==> src/lfp_pkg.sv <==
// Shared constants for the LED channel fault protection block.
package lfp_pkg;

  localparam int          NUM_CH          = 2;
  localparam int          CODE_W          = 4;
  localparam logic [3:0]  SHORT_CODE_RST  = 4'h2;
  localparam logic [3:0]  SHORT_CODE_TOP  = 4'h0;
  localparam int          LVL_W           = 10;
  // Threshold levels in millivolts; codes 1..15 step linearly from the base.
  localparam logic [9:0]  SHORT_BASE_MV   = 10'd45;
  localparam logic [9:0]  SHORT_STEP_MV   = 10'd45;
  localparam logic [9:0]  SHORT_TOP_MV    = 10'd726;
  localparam int          VFB_SHORT_CYC   = 8;
  localparam int          BOOST_SHORT_CYC = 2;
  localparam int          OPEN_LOAD_CYC   = 8;
  localparam int          CNT_W           = 4;
  localparam int          MON_W           = 2;
  localparam int          DAC_W           = 8;

endpackage : lfp_pkg

==> src/lfp_filter.sv <==
// Persistence filter: output rises after the input has held high for a set count.
module lfp_filter #(
  parameter int CYCLES = 8
) (
  // Clock and reset.
  input  wire logic clk,
  input  wire logic sys_rst,
  // Condition.
  input  wire logic cond,
  output logic      hit
);

  logic [lfp_pkg::CNT_W-1:0] cnt_ff;
  logic [lfp_pkg::CNT_W-1:0] nxt_cnt;
  localparam logic [lfp_pkg::CNT_W-1:0] LIMIT = lfp_pkg::CNT_W'(CYCLES);

  assign nxt_cnt = !cond ? '0 : (cnt_ff == LIMIT) ? cnt_ff : cnt_ff + 1'b1;
  assign hit     = (cnt_ff == LIMIT);

  always_ff @(posedge clk or posedge sys_rst) begin
    if (sys_rst) begin
      cnt_ff <= '0;
    end else begin
      cnt_ff <= nxt_cnt;
    end
  end

endmodule : lfp_filter

==> src/lfp_threshold.sv <==
// Maps a 4-bit short threshold code to its comparison level in millivolts.
module lfp_threshold (
  // Code in, level out.
  input  wire logic [3:0] code,
  output logic [9:0]      level_mv
);

  logic [9:0] lin_mv;

  // Codes 1..15 are linear from the base; code 0 is the highest level.
  assign lin_mv   = lfp_pkg::SHORT_BASE_MV
                  + 10'(lfp_pkg::SHORT_STEP_MV * 10'(code - 4'h1));
  assign level_mv = (code == lfp_pkg::SHORT_CODE_TOP) ? lfp_pkg::SHORT_TOP_MV : lin_mv;

endmodule : lfp_threshold

==> src/lfp_protect.sv <==
// Two-channel fault detection, flagging and recovery for an LED DC/DC controller.
//
// Summary of operation
// - Each channel has a 4-bit code selecting one of 16 short levels.
// - Codes 1..15 rise linearly from 45 mV; code 0 is 726 mV; reset 2.
// - Code also goes to the fast discharge logic, never to overvoltage.
// - Buck: pin is current monitor; boost: pin can drive input disconnect.
// - When a short clears, the channel restarts through soft start.
// - Overvoltage sets its flag and stops switching with that channel's gate off.
// - Unlatched overvoltage resumes once sense drops below threshold less hysteresis.
// - With latch enabled, overvoltage stays flagged and stopped until software acts.
// - Clear-latch write clears the overvoltage flag and restarts switching.
// - Overcurrent sets its flag and puts the output stage in high impedance.
// - Overcurrent clears itself once current drops below the falling threshold.
// - Open load needs high sense and low current for eight cycles.
// - Open load is ignored while soft start is still rising.
// - Open load sets its flag and leaves switching untouched.
// - Monitor start launches the routine; done rises with the result.
// - Result is a 2-bit window compare of current sense against the DAC.
// - Temperature warning follows the comparator and never latches.
// - Shutdown stops drivers and regulator, latches its flag; drivers auto restart.
// - After shutdown clears, operation resumes through soft start.
// - Short: low sense 8 cycles, or in boost high current or low node 2 cycles.
// - Short sets its flag, stops output current, then restarts via soft start.
// - Overtemperature shutdown overrides every other fault.
// - Boost pin select low gives PWM mirror plus short flag; high gives current.
module lfp_protect #(
  parameter int NUM_CH = lfp_pkg::NUM_CH
) (
  // Clock and reset.
  input  wire logic                     clk,
  input  wire logic                     sys_rst,
  // Software control per channel; clear_latch and clear_temp_shutdown are shared.
  input  wire logic [NUM_CH-1:0]        short_code_we,
  input  wire logic [NUM_CH*4-1:0]      short_code_wdata,
  input  wire logic [NUM_CH-1:0]        overvoltage_latch_enable,
  input  wire logic                     clear_latch,
  input  wire logic [NUM_CH-1:0]        monitor_start,
  input  wire logic [NUM_CH-1:0]        pin_function_select,
  input  wire logic                     clear_temp_shutdown,
  // Analog comparators per channel.
  input  wire logic [NUM_CH-1:0]        topology_select_pin,
  input  wire logic [NUM_CH-1:0]        vfb_below_short,
  input  wire logic [NUM_CH-1:0]        vfb_above_ov,
  input  wire logic [NUM_CH-1:0]        vfb_below_ov_hyst,
  input  wire logic [NUM_CH-1:0]        fb_diff_above_oc_rise,
  input  wire logic [NUM_CH-1:0]        fb_diff_below_oc_fall,
  input  wire logic [NUM_CH-1:0]        fb_diff_above_short,
  input  wire logic [NUM_CH-1:0]        fbh_below_short,
  input  wire logic [NUM_CH-1:0]        vfb_above_open_load,
  input  wire logic [NUM_CH-1:0]        fb_diff_below_ol_ref,
  input  wire logic [NUM_CH-1:0]        soft_start_rising,
  input  wire logic [NUM_CH-1:0]        pwm_active,
  input  wire logic [NUM_CH*8-1:0]      led_sense_code,
  input  wire logic [NUM_CH*8-1:0]      dimming_dac_code,
  input  wire logic [NUM_CH-1:0]        monitor_conv_done,
  // Temperature comparators.
  input  wire logic                     temp_above_warning,
  input  wire logic                     temp_above_shutdown,
  // Configuration and fault flags to software.
  output logic [NUM_CH*4-1:0]           short_threshold_code,
  output logic [NUM_CH*10-1:0]          short_level_mv,
  output logic [NUM_CH-1:0]             overvoltage_flag,
  output logic [NUM_CH-1:0]             overcurrent_flag,
  output logic [NUM_CH-1:0]             open_load_flag,
  output logic [NUM_CH-1:0]             short_flag,
  output logic [NUM_CH-1:0]             monitor_done,
  output logic [NUM_CH*2-1:0]           monitor_result,
  output logic                          temp_warning_flag,
  output logic                          temp_shutdown_flag,
  // Power stage control.
  output logic [NUM_CH-1:0]             gate_enable,
  output logic [NUM_CH-1:0]             soft_start_request,
  output logic                          regulator_enable,
  output logic [NUM_CH-1:0]             monitor_or_short_pin,
  output logic [NUM_CH-1:0]             monitor_pin_is_current
);

  logic tw_ff;
  logic tsd_flag_ff;
  logic tsd_act_ff;

  // Temperature flags are shared by both channels.
  always_ff @(posedge clk or posedge sys_rst) begin
    if (sys_rst) begin
      tw_ff       <= 1'b0;
      tsd_flag_ff <= 1'b0;
      tsd_act_ff  <= 1'b0;
    end else begin
      tw_ff       <= temp_above_warning;
      tsd_flag_ff <= temp_above_shutdown | (tsd_flag_ff & ~clear_temp_shutdown);
      tsd_act_ff  <= temp_above_shutdown;
    end
  end

  assign temp_warning_flag  = tw_ff;
  assign temp_shutdown_flag = tsd_flag_ff;
  assign regulator_enable   = ~tsd_act_ff;

  genvar ch;
  generate
    for (ch = 0; ch < NUM_CH; ch++) begin : g_ch
      logic [3:0] code_ff;
      logic       ov_ff;
      logic       oc_ff;
      logic       ol_ff;
      logic       sc_ff;
      logic       sc_hold_ff;
      logic       ss_ff;
      logic       mon_busy_ff;
      logic       mon_done_ff;
      logic [1:0] mon_res_ff;
      logic       boost;
      logic       vfb_hit;
      logic       diff_hit;
      logic       fbh_hit;
      logic       ol_hit;
      logic       short_now;
      logic       nxt_ov;
      logic       nxt_oc;
      logic       stop_sw;
      logic       restart;
      logic [7:0] sense;
      logic [7:0] dac;
      logic [1:0] nxt_res;
      logic [9:0] level;

      assign boost = topology_select_pin[ch];
      assign sense = led_sense_code[ch*8 +: 8];
      assign dac   = dimming_dac_code[ch*8 +: 8];

      // The level also feeds fast discharge logic outside; overvoltage ignores it.
      lfp_threshold u_thr (
        .code     (code_ff),
        .level_mv (level)
      );

      // Soft start masks the divider short check as well as open load.
      lfp_filter #(.CYCLES(lfp_pkg::VFB_SHORT_CYC)) u_vfb (
        .clk     (clk),
        .sys_rst (sys_rst),
        .cond    (vfb_below_short[ch] & ~soft_start_rising[ch]),
        .hit     (vfb_hit)
      );
      lfp_filter #(.CYCLES(lfp_pkg::BOOST_SHORT_CYC)) u_diff (
        .clk     (clk),
        .sys_rst (sys_rst),
        .cond    (boost & fb_diff_above_short[ch]),
        .hit     (diff_hit)
      );
      lfp_filter #(.CYCLES(lfp_pkg::BOOST_SHORT_CYC)) u_fbh (
        .clk     (clk),
        .sys_rst (sys_rst),
        .cond    (boost & fbh_below_short[ch]),
        .hit     (fbh_hit)
      );
      lfp_filter #(.CYCLES(lfp_pkg::OPEN_LOAD_CYC)) u_ol (
        .clk     (clk),
        .sys_rst (sys_rst),
        .cond    (vfb_above_open_load[ch] & fb_diff_below_ol_ref[ch]
                  & ~soft_start_rising[ch]),
        .hit     (ol_hit)
      );

      assign short_now = vfb_hit | diff_hit | fbh_hit;

      // Latched overvoltage only leaves on clear; unlatched follows hysteresis.
      assign nxt_ov = vfb_above_ov[ch] ? 1'b1
                    : (overvoltage_latch_enable[ch] ? ~clear_latch
                       : ~vfb_below_ov_hyst[ch]) & ov_ff;
      assign nxt_oc = fb_diff_above_oc_rise[ch] ? 1'b1
                    : (oc_ff & ~fb_diff_below_oc_fall[ch]);

      // Overtemperature wins over every other fault.
      assign stop_sw = tsd_act_ff | ov_ff | oc_ff | sc_ff;
      // Leaving short or overtemperature requires a fresh soft start.
      // The restart follows the live condition, not the flag, so an early clear cannot skip it.
      assign restart = (sc_hold_ff & ~sc_ff) | (tsd_act_ff & ~temp_above_shutdown)
                     | (ov_ff & ~nxt_ov);

      // Window compare of sense against DAC, one LSB either side.
      // Nine bits so that a full-scale code cannot wrap the window edge.
      assign nxt_res = ({1'b0, sense} > {1'b0, dac} + 9'h001) ? 2'b11
                     : ({1'b0, sense} + 9'h001 < {1'b0, dac}) ? 2'b00
                     : (sense >= dac) ? 2'b10 : 2'b01;

      always_ff @(posedge clk or posedge sys_rst) begin
        if (sys_rst) begin
          code_ff     <= lfp_pkg::SHORT_CODE_RST;
          ov_ff       <= 1'b0;
          oc_ff       <= 1'b0;
          ol_ff       <= 1'b0;
          sc_ff       <= 1'b0;
          sc_hold_ff  <= 1'b0;
          ss_ff       <= 1'b0;
          mon_busy_ff <= 1'b0;
          mon_done_ff <= 1'b0;
          mon_res_ff  <= 2'b00;
        end else begin
          if (short_code_we[ch]) begin
            code_ff <= short_code_wdata[ch*4 +: 4];
          end
          ov_ff      <= nxt_ov;
          oc_ff      <= nxt_oc;
          ol_ff      <= ol_hit;
          sc_ff      <= short_now;
          sc_hold_ff <= sc_ff;
          ss_ff      <= restart;
          if (monitor_start[ch]) begin
            mon_busy_ff <= 1'b1;
            mon_done_ff <= 1'b0;
          end else if (mon_busy_ff && monitor_conv_done[ch]) begin
            mon_busy_ff <= 1'b0;
            mon_done_ff <= 1'b1;
            mon_res_ff  <= nxt_res;
          end
        end
      end

      assign short_threshold_code[ch*4 +: 4] = code_ff;
      assign short_level_mv[ch*10 +: 10]     = level;
      assign overvoltage_flag[ch]            = ov_ff;
      assign overcurrent_flag[ch]            = oc_ff;
      assign open_load_flag[ch]              = ol_ff;
      assign short_flag[ch]                  = sc_ff;
      assign monitor_done[ch]                = mon_done_ff;
      assign monitor_result[ch*2 +: 2]       = mon_res_ff;
      assign gate_enable[ch]                 = ~stop_sw;
      assign soft_start_request[ch]          = ss_ff;
      // Buck always monitors current; boost follows the select bit.
      assign monitor_pin_is_current[ch]      = ~boost | pin_function_select[ch];
      assign monitor_or_short_pin[ch]        = monitor_pin_is_current[ch] ? 1'b0
                                             : (pwm_active[ch] & ~sc_ff);

      ov_stop_a: assert property (@(posedge clk) disable iff (sys_rst)
        ov_ff |-> !gate_enable[ch])
        else $error("gate enabled during overvoltage");
      ov_latch_a: assert property (@(posedge clk) disable iff (sys_rst)
        ov_ff && overvoltage_latch_enable[ch] && !clear_latch && !vfb_above_ov[ch]
        |=> ov_ff)
        else $error("latched overvoltage dropped without clear");
      ov_clear_a: assert property (@(posedge clk) disable iff (sys_rst)
        ov_ff && overvoltage_latch_enable[ch] && clear_latch && !vfb_above_ov[ch]
        |=> !ov_ff && soft_start_request[ch])
        else $error("clear latch did not restart");
      oc_set_a: assert property (@(posedge clk) disable iff (sys_rst)
        fb_diff_above_oc_rise[ch] |=> oc_ff && !gate_enable[ch])
        else $error("overcurrent not flagged");
      ol_needs_a: assert property (@(posedge clk) disable iff (sys_rst)
        $rose(ol_ff) |-> $past(vfb_above_open_load[ch], 2)
        && $past(fb_diff_below_ol_ref[ch], 9))
        else $error("open load flagged too early");
      ol_gate_a: assert property (@(posedge clk) disable iff (sys_rst)
        soft_start_rising[ch] [*8] |=> !ol_ff)
        else $error("open load during soft start");
      short_boost_a: assert property (@(posedge clk) disable iff (sys_rst)
        boost && fbh_below_short[ch] [*3] |=> sc_ff)
        else $error("boost short not detected");
      mon_done_a: assert property (@(posedge clk) disable iff (sys_rst)
        monitor_start[ch] |=> !monitor_done[ch])
        else $error("monitor done not cleared on start");
    end
  endgenerate

  tsd_prio_a: assert property (@(posedge clk) disable iff (sys_rst)
    temp_above_shutdown |=> gate_enable == '0 && !regulator_enable)
    else $error("shutdown did not stop drivers");
  tw_follow_a: assert property (@(posedge clk) disable iff (sys_rst)
    !temp_above_warning |=> !temp_warning_flag)
    else $error("warning flag latched");
  tsd_latch_a: assert property (@(posedge clk) disable iff (sys_rst)
    temp_shutdown_flag && !clear_temp_shutdown |=> temp_shutdown_flag)
    else $error("shutdown flag lost");

endmodule : lfp_protect

==> config.mk <==
export PLATFORM = sky130hd
export DESIGN_NAME = lfp_protect
export DESIGN_NICKNAME = d
export VERILOG_FILES = /design/src/lfp_pkg.sv /design/src/lfp_filter.sv /design/src/lfp_threshold.sv /design/src/lfp_protect.sv
export SDC_FILE = /design/constraint.sdc
export NUM_CORES = 1
export LEC_CHECK = 0
export ABC_AREA = 1
export BUFFER_PORTS_ARGS = -buffer_cell sky130_fd_sc_hd__buf_4
export CAP_MARGIN = 40
export CORE_MARGIN = 5
export CORE_UTILIZATION = 50
export DETAILED_ROUTE_END_ITERATION = 7
export GPL_TIMING_DRIVEN = 0
export PLACE_DENSITY = 0.85
export SETUP_SLACK_MARGIN = 0.05
export SYNTH_ARGS = -nofsm -noshare
export SYNTH_HDL_FRONTEND = slang
export SYNTH_SLANG_ARGS = --single-unit
export TNS_END_PERCENT = 100
==> constraint.sdc <==
create_clock -name clk -period 4.65 [get_ports clk]
set_clock_uncertainty 0.05 [all_clocks]
set_input_delay 0.6975 -clock clk [delete_from_list [all_inputs] [get_ports clk]]
set_output_delay 0.6975 -clock clk [all_outputs]
set_load 0.01 [all_outputs]
==> impl_metrics.tcl, run 1 <==
set metrics [dict create \
    estimated_wirelength_of_the_detail_placed_design_mm 10.9 \
    post_synth_instance_area_um2 6110 \
    detailedRoute.firstIterationViolations 209 \
    worstSkewPairLatency_ns 0.33 \
    grt-ovfl-total 0 \
    number_of_sinks_handled_by_clock_tree_synthesis 63 \
    use_met1_pct 24.0 \
    rsz0062_at_grt "true" \
    nFillCells 943 \
    area_delta_synth_final_pct 33.9 \
    num_antenna_cells 0 \
    r2r-end "g_ch[0].u_diff.cnt_ff[1]$_DFFE_PP0P_" \
    hold_path_depth 1 \
    synth_xor_xnor_area_share_pct 7.31 \
    syn-num-nets 993 \
    ioPinCount 133 \
    synth.yosys.seq_area_share_pct 25.9 \
    clkSlewWorstSetupHoldPaths_ns 0.05 \
    hold_path_end "temp_warning_flag$_DFF_PP0_" \
    cts_inserted_buffers 9 \
    chipWidth_um 121 \
    relSlewSlack_pct 50.6 \
    flop_to_flop_setup_slack_ns 3.31 \
    crit-reg2reg-launch "g_ch[0].u_diff.cnt_ff[0]$_DFFE_PP0P_" \
    grt_most_used_layer "met2" \
    worstSetupStartpointType "flip-flop" \
    power_mw 3.52 \
    synth.yosys.warnings 0 \
    clock-root-buffer "sky130_fd_sc_hd__clkbuf_16" \
    io_buffers 132 \
    met2_capacity_usage_during_global_routing_pct 35.6 \
    r2r.worst_path.cells 6 \
    fin_util_pct 68.1 \
    postSynthCellCount 790 \
    worst_pin_slew_ns 0.740 \
    initial_utilization_pct 50.8 \
    worstPathArrival_ns 3.85 \
    grt_util_all_layers_pct 19.7 \
    grt_pass1_wl_mm 23.9 \
    max_freq_mhz 217 \
    combinational_family_with_the_most_area_after_synthesis "adder cells" \
    cp.required_ns 3.90 \
    design_area_um2 8180 \
    maximum_number_of_pins_on_one_net_before_global_route_repair 34 \
    outcome "completed" \
    maxCapViolations 0 \
    crit_share_post_route_pct 98.9 \
    timing.hold.worst.class "input port to flip-flop" \
    wl_mm 14.2 \
    p_per_area_nw_per_um2 430 \
    post_drt_via_cell_ratio 4.98 \
    critPathMaxFanout 6 \
    post_synth_fa_ha_maj_area_fraction_pct 26.7 \
    synth.top_cells.by_area "sky130_fd_sc_hd__dfrtp_1 (25%), sky130_fd_sc_hd__ha_1 (23%), sky130_fd_sc_hd__nand2_1 (10%), sky130_fd_sc_hd__inv_1 (8.4%), sky130_fd_sc_hd__nand3_1 (4.8%)" \
    setup_viol 0 \
    first_pass_iteration_count_of_the_detailed_router 4 \
    yosys.cell_types.count 34 \
    antenna_violating_nets_post_route 0 \
    criticalPathCategory "flip-flop to output pin" \
    drive_gt1_share_pct 25.9 \
    synth-simple-area-share_pct 22.3 \
    die-area_um2 14500 \
    postSynthRegisterBits 63 \
    synth_area_per_cell_um2 7.73 \
    core_area_um2 12000 \
    global_route.usage.met3_pct 3.84 \
    die_h_um 121 \
    hold_start "temp_above_warning" \
    worst_hold_slack_ns 0.427 \
    yosys-mux-area-fraction_pct 0 \
    slew_violations 0 \
    detail_route.drc_violations 0 \
    yosys.area.top_type_share_pct 25.0 \
    globalplace.congestion 0.868 \
    clock_tree_from_tritoncts "yes" \
    hold_viol 0 \
    row_count 40 \
    vdd_ir_drop_max_v 0.000340 \
    synth_compound_area_share_pct 7.93 \
    placed_cell_area_um2 7300 \
    hold_buffers 0 \
    first_global_vias 5411 \
    critPathCaptureType "output pin" \
    post-synth-top-area-cell "sky130_fd_sc_hd__dfrtp_1" \
    dr_total_vias 5503 \
    setup.worst_path.start "g_ch[1].code_ff[0]$_DFFE_PP0P_" \
    clock_path_buffers 2 \
    detail_route.wl_per_cell_um 12.8 \
    power.static_leakage_nw 4.32 \
    grt_antenna_before_repair 0 \
    cts_max_level 3 \
    period_minus_slack_ns 4.60 \
    nets 1155 \
]
-- per-layer routing --
layer  wire [um]  vias to the layer above  part of all wire, %
met4         199                        0                  1.4
met3         512                       18                  3.6
met1        6050                     2520                   43
met2        7390                      111                   52
met5           0                        -                    0
li1            -                     2854                    -
-- how the worst max path moves through the flow --
stage                              end
floorplan            short_level_mv[6]
global placement     short_level_mv[6]
detailed placement   short_level_mv[6]
CTS                  short_level_mv[6]
global route        short_level_mv[19]
finish              short_level_mv[19]
-- where the power goes --
group          leakage (nW)  internal (mW)  switching (mW)
registers             0.808          0.583          0.0292
logic                  3.37           1.10            1.13
clock network         0.145          0.432           0.246
-- synth_stat cells --
| library cell | n |
|---|---|
| sky130_fd_sc_hd__a21boi_0 | 1 |
| sky130_fd_sc_hd__a21o_1 | 5 |
| sky130_fd_sc_hd__a21oi_1 | 32 |
| sky130_fd_sc_hd__a31oi_1 | 2 |
| sky130_fd_sc_hd__and2_1 | 1 |
| sky130_fd_sc_hd__and3_1 | 3 |
| sky130_fd_sc_hd__buf_4 | 12 |
| sky130_fd_sc_hd__dfrtp_1 | 61 |
| sky130_fd_sc_hd__dfstp_2 | 2 |
| sky130_fd_sc_hd__fa_1 | 12 |
| sky130_fd_sc_hd__ha_1 | 111 |
| sky130_fd_sc_hd__inv_1 | 136 |
| sky130_fd_sc_hd__inv_2 | 1 |
| sky130_fd_sc_hd__nand2_1 | 165 |
| sky130_fd_sc_hd__nand2_2 | 3 |
| sky130_fd_sc_hd__nand2b_1 | 1 |
| sky130_fd_sc_hd__nand3_1 | 59 |
| sky130_fd_sc_hd__nand3_2 | 1 |
| sky130_fd_sc_hd__nand3b_1 | 2 |
| sky130_fd_sc_hd__nand4_1 | 4 |
| sky130_fd_sc_hd__nand4_2 | 1 |
| sky130_fd_sc_hd__nor2_1 | 57 |
| sky130_fd_sc_hd__nor3_1 | 6 |
| sky130_fd_sc_hd__nor3_2 | 1 |
| sky130_fd_sc_hd__nor3b_1 | 6 |
| sky130_fd_sc_hd__nor4_1 | 2 |
| sky130_fd_sc_hd__o21ai_0 | 39 |
| sky130_fd_sc_hd__o21ai_1 | 1 |
| sky130_fd_sc_hd__o21bai_1 | 5 |
| sky130_fd_sc_hd__o21bai_2 | 1 |
| sky130_fd_sc_hd__o221ai_1 | 2 |
| sky130_fd_sc_hd__or2_2 | 4 |
| sky130_fd_sc_hd__xnor2_1 | 23 |
| sky130_fd_sc_hd__xor2_1 | 28 |
-- registers in the layout, indices dropped and copies added, names as in the netlist --
signal	count
temp_warning_flag	1
g_ch.code_ff	8
g_ch.mon_busy_ff	2
g_ch.mon_done_ff	2
g_ch.u_fbh.cnt_ff	8
tsd_act_ff	1
g_ch.sc_hold_ff	2
temp_shutdown_flag	1
g_ch.u_ol.cnt_ff	8
g_ch.sc_ff	2
g_ch.oc_ff	2
g_ch.ov_ff	2
g_ch.u_vfb.cnt_ff	8
g_ch.mon_res_ff	4
g_ch.u_diff.cnt_ff	8
g_ch.ss_ff	2
g_ch.ol_ff	2
-- cell type report --
| type | instances | area (um2) | share of cell area, % |
|---|---|---|---|
| tap | 147 | 184 | 2.25 |
| clock inverter | 6 | 67.6 | 0.826 |
| timing repair buffer | 151 | 1160 | 14.2 |
| multi-input combinational | 578 | 4330 | 53.0 |
| inverter | 137 | 522 | 6.38 |
| clock buffer | 10 | 239 | 2.92 |
| buffer | 12 | 90.1 | 1.10 |
| sequential | 63 | 1580 | 19.4 |
-- worst max-delay path, stage by stage (launching register included) --
cell                      delay (ns)
sky130_fd_sc_hd__dfrtp_2        0.43
sky130_fd_sc_hd__inv_4          0.11
sky130_fd_sc_hd__nand2_2        0.10
sky130_fd_sc_hd__nor2_4         0.11
sky130_fd_sc_hd__xor2_2         0.21
sky130_fd_sc_hd__ha_1           0.30
sky130_fd_sc_hd__ha_4           0.23
sky130_fd_sc_hd__fa_1           0.55
sky130_fd_sc_hd__fa_2           0.47
sky130_fd_sc_hd__ha_4           0.29
sky130_fd_sc_hd__inv_1          0.07
sky130_fd_sc_hd__nor3_1         0.24
sky130_fd_sc_hd__nand2_1        0.11
sky130_fd_sc_hd__nand2_1        0.07
sky130_fd_sc_hd__nand2_1        0.04
sky130_fd_sc_hd__nand3_1        0.09
sky130_fd_sc_hd__buf_6          0.11
-- metrics by stage --
step / worst slack, ns / instances / setup TNS, ns
2_1_floorplan: 0.0596 / 790 / 0
3_3_place_gp: -0.312 / 1069 / -1.25
3_5_place_dp: -0.390 / 1070 / -1.88
4_1_cts: 0.0486 / 1102 / 0
5_1_grt: -0.0703 / 1104 / -0.114
6_report: 0.0500 / 1104 / 0
-- cells in the final DEF, fill, tap and decap left out, drive strengths merged --
cell / count
clkinv: 1
xor2: 28
a31oi: 2
dfstp: 2
ha: 111
nand2: 168
buf: 163
a21oi: 32
or2: 4
fa: 12
inv: 139
o21ai: 40
nor3b: 6
nor2: 57
and2: 1
a21o: 5
nor4: 2
nand3b: 2
dfrtp: 61
bufinv: 1
a21boi: 1
clkbuf: 10
clkinvlp: 2
xnor2: 23
o221ai: 2
o21bai: 6
nor3: 7
nand4: 5
nand3: 60
and3: 3
nand2b: 1
-- cells by family after synthesis --
| logic type | count (synthesis) |
|---|---|
| flip-flops | 63 |
| XOR/XNOR | 51 |
| buffers and inverters | 149 |
| AND/OR/NAND/NOR | 316 |
| AO/OA/AOI/OAI | 88 |
| adder cells (fa/ha/maj) | 123 |
-- timing repair --
item / CTS / global route
gates resized for setup: 46 / 26
pin swaps: 16 / 9
endpoints found under the setup margin: 10 / 6
buffers inserted: 16 / 2
endpoints found under the hold margin: 0 / 0
Note: power is estimated with default switching activity, not from simulation.
==> run 2, diff against run 1 <==
- ABC_AREA: 1 -> not set
- CAP_MARGIN: 40 -> not set
- PLACE_DENSITY: 0.85 -> 0.86
==> impl_metrics.tcl, run 2 <==
set metrics [dict create \
    outcome "finished, violations left" \
    violations "setup timing" \
    number_of_cells_in_the_finished_layout_apart_from_fillers 937 \
    drive_gt1_share_pct 29.8 \
    grt_util_all_layers_pct 20.2 \
    p_per_area_nw_per_um2 454 \
    synth.yosys.warnings 0 \
    clock_path_buffers 2 \
    clock_tree_from_tritoncts "yes" \
    crit_share_post_route_pct 104 \
    nFillCells 860 \
    worstPathArrival_ns 4.10 \
    area_delta_synth_final_pct 35.6 \
    postSynthRegisterBits 63 \
    worstSetupStartpointType "flip-flop" \
    clock-root-buffer "sky130_fd_sc_hd__clkbuf_16" \
    row_count 39 \
    criticalPathCategory "flip-flop to output pin" \
    synth_common_cells "sky130_fd_sc_hd__ha_1 (111), sky130_fd_sc_hd__nor2_1 (63), sky130_fd_sc_hd__dfrtp_1 (61), sky130_fd_sc_hd__inv_1 (61), sky130_fd_sc_hd__nand2_1 (48)" \
    grt_pass1_wl_mm 23.7 \
    die_h_um 117 \
    num_antenna_cells 0 \
    post_drt_via_cell_ratio 5.26 \
    ys_async_sr_fraction_pct 100 \
    synth_area_per_cell_um2 9.20 \
    cts_max_level 3 \
    post_synth_instance_area_um2 5760 \
    layout_common_cells "sky130_fd_sc_hd__buf_4 (157), sky130_fd_sc_hd__ha_1 (91), sky130_fd_sc_hd__nor2_1 (61)" \
    globalplace.congestion 0.847 \
    worst_pin_slew_ns 0.794 \
    hold_buffers 0 \
    nets 993 \
    power.static_leakage_nw 3.91 \
    synth_most_common_cell "sky130_fd_sc_hd__ha_1" \
    wl_mm 14.2 \
    leading_cell_type_in_the_layout_fill_and_taps_excluded "sky130_fd_sc_hd__buf_4" \
    initial_utilization_pct 50.7 \
    setup_viol 6 \
    detailedRoute.firstIterationViolations 236 \
    period_minus_slack_ns 4.84 \
    ioPinCount 133 \
    grt-ovfl-total 0 \
    yosys.cell_types.count 45 \
    relSlewSlack_pct 47.0 \
    postSynthCellCount 626 \
    detail_route.wl_per_cell_um 15.1 \
    worst_hold_slack_ns 0.417 \
    first_global_vias 5097 \
    cp.required_ns 3.90 \
    slew_violations 0 \
    yosys.area.top_type_share_pct 26.5 \
    hold_viol 0 \
    worstSkewPairLatency_ns 0.31 \
    timing.final.ws_setup_ns -0.194 \
    io_buffers 132 \
    synth.yosys.seq_area_share_pct 27.4 \
    syn-num-nets 829 \
    number_of_sinks_handled_by_clock_tree_synthesis 63 \
    critPathCaptureType "output pin" \
    yosys_most_used_dff "sky130_fd_sc_hd__dfrtp_1" \
    cts_inserted_buffers 9 \
    synth.top_cells.by_area "sky130_fd_sc_hd__dfrtp_1 (27%), sky130_fd_sc_hd__ha_1 (24%), sky130_fd_sc_hd__xnor2_1 (6.5%), sky130_fd_sc_hd__xor2_1 (4.9%), sky130_fd_sc_hd__fa_1 (4.2%)" \
    die-area_um2 13800 \
    critPathMaxFanout 4 \
    dr_total_vias 4928 \
    tns_ns -0.746 \
    max_freq_mhz 206 \
    detail_route.drc_violations 0 \
    placed_cell_area_um2 6960 \
    vdd_ir_drop_max_v 0.000756 \
    synth_edf_count 0 \
    chipWidth_um 117 \
    r2r.worst_path.cells 6 \
    design_area_um2 7810 \
    post-synth-top-area-cell "sky130_fd_sc_hd__dfrtp_1" \
    first_pass_iteration_count_of_the_detailed_router 4 \
    grt_antenna_before_repair 0 \
    timing.hold.worst.class "flip-flop to flip-flop" \
    placedCellCount 902 \
    maxCapViolations 0 \
    rsz0062_at_grt "true" \
    antenna_violating_nets_post_route 0 \
    maximum_number_of_pins_on_one_net_before_global_route_repair 38 \
    hold_path_depth 0 \
    clkSlewWorstSetupHoldPaths_ns 0.05 \
    estimated_wirelength_of_the_detail_placed_design_mm 10.4 \
    core_area_um2 11400 \
]
-- run 2: cell types whose count changed after synthesis, sizes merged, moves of 7 or more --
cell / previous run / this run
nand2b: 1 / 8
nand2: 168 / 48
o21ai: 40 / 16
xnor2: 23 / 43
inv: 137 / 61
a21o: 5 / 14
nand3: 60 / 31
-- run 2: cell type report --
type / instances / area (um2) / share of cell area, %
Buffer: 13 / 104 / 1.33
Clock buffer: 10 / 229 / 2.93
Timing Repair Buffer: 153 / 1190 / 15.2
Inverter: 61 / 243 / 3.11
Sequential cell: 63 / 1580 / 20.3
Clock inverter: 5 / 60.1 / 0.769
Tap cell: 143 / 179 / 2.29
Multi-Input combinational cell: 489 / 4220 / 54.1
-- run 2: logic make-up after synthesis --
group	after synthesis	share of synthesized area, %
compound gates	87	9.97
xor+xnor	75	11.4
fa+ha+maj	123	28.3
buf+inv	74	5.63
flops	63	27.4
mux	8	1.48
simple gates	196	15.8
-- run 2: worst max-delay path: stages (launching register included) --
cell	delay, ns
sky130_fd_sc_hd__dfrtp_1	0.40
sky130_fd_sc_hd__clkbuf_8	0.17
sky130_fd_sc_hd__clkinvlp_4	0.10
sky130_fd_sc_hd__ha_4	0.20
sky130_fd_sc_hd__xor2_4	0.23
sky130_fd_sc_hd__ha_4	0.24
sky130_fd_sc_hd__ha_1	0.22
sky130_fd_sc_hd__fa_1	0.49
sky130_fd_sc_hd__fa_1	0.51
sky130_fd_sc_hd__ha_4	0.19
sky130_fd_sc_hd__o41a_4	0.38
sky130_fd_sc_hd__a22o_1	0.21
sky130_fd_sc_hd__o21ai_1	0.13
sky130_fd_sc_hd__o311a_1	0.21
sky130_fd_sc_hd__buf_6	0.11
-- run 2: path summary, 6_finish.rpt --
path	from	endpoint	slack (ns)
min in group asynchronous	sys_rst	g_ch[1].ol_ff$_DFF_PP0_	0.49
max in group asynchronous	sys_rst	g_ch[1].code_ff[1]$_DFFE_PP1P_	3.36
worst min-delay path	g_ch[0].sc_ff$_DFF_PP0_	g_ch[0].sc_hold_ff$_DFF_PP0_	0.42
worst min register to register	g_ch[0].sc_ff$_DFF_PP0_	g_ch[0].sc_hold_ff$_DFF_PP0_	0.42
worst max register to register	g_ch[0].u_ol.cnt_ff[0]$_DFFE_PP0P_	g_ch[0].u_ol.cnt_ff[1]$_DFFE_PP0P_	3.24
worst max-delay path	g_ch[1].code_ff[0]$_DFFE_PP0P_	short_level_mv[18]	-0.19
-- run 2: what timing repair did --
action	4_1_cts	5_1_grt
endpoints found under the setup margin	10	8
gates cloned	0	0
buffers inserted	14	6
resized for setup	42	21
pin swaps	20	15
-- run 2: report_power, final --
part,leakage (nW),total (mW),internal (mW),switching [mW]
sequential,0.804,0.621,0.584,0.0369
combinational,2.98,2.28,1.21,1.07
clock,0.127,0.644,0.411,0.233
-- run 2: through the flow --
step	power [mW]	util [%]	setup slack, ns
floorplan	1.72	-	0.0519
global placement	2.29	61.1	-0.265
detailed placement	2.34	61.3	-0.275
CTS	3.29	67.1	-0.149
global route	3.79	68.7	-0.339
finish	3.54	68.7	-0.194
-- run 2: layer usage --
layer / wire length [um] / vias to the layer above / global-route usage [%] / part of all wire, %
met1: 5910 / 2316 / 25.1 / 42
li1: - / 2455 / - / -
met3: 661 / 28 / 4.81 / 4.7
met4: 314 / 0 / 5.08 / 2.2
met5: 0 / - / 0 / 0
met2: 7300 / 129 / 34.9 / 51
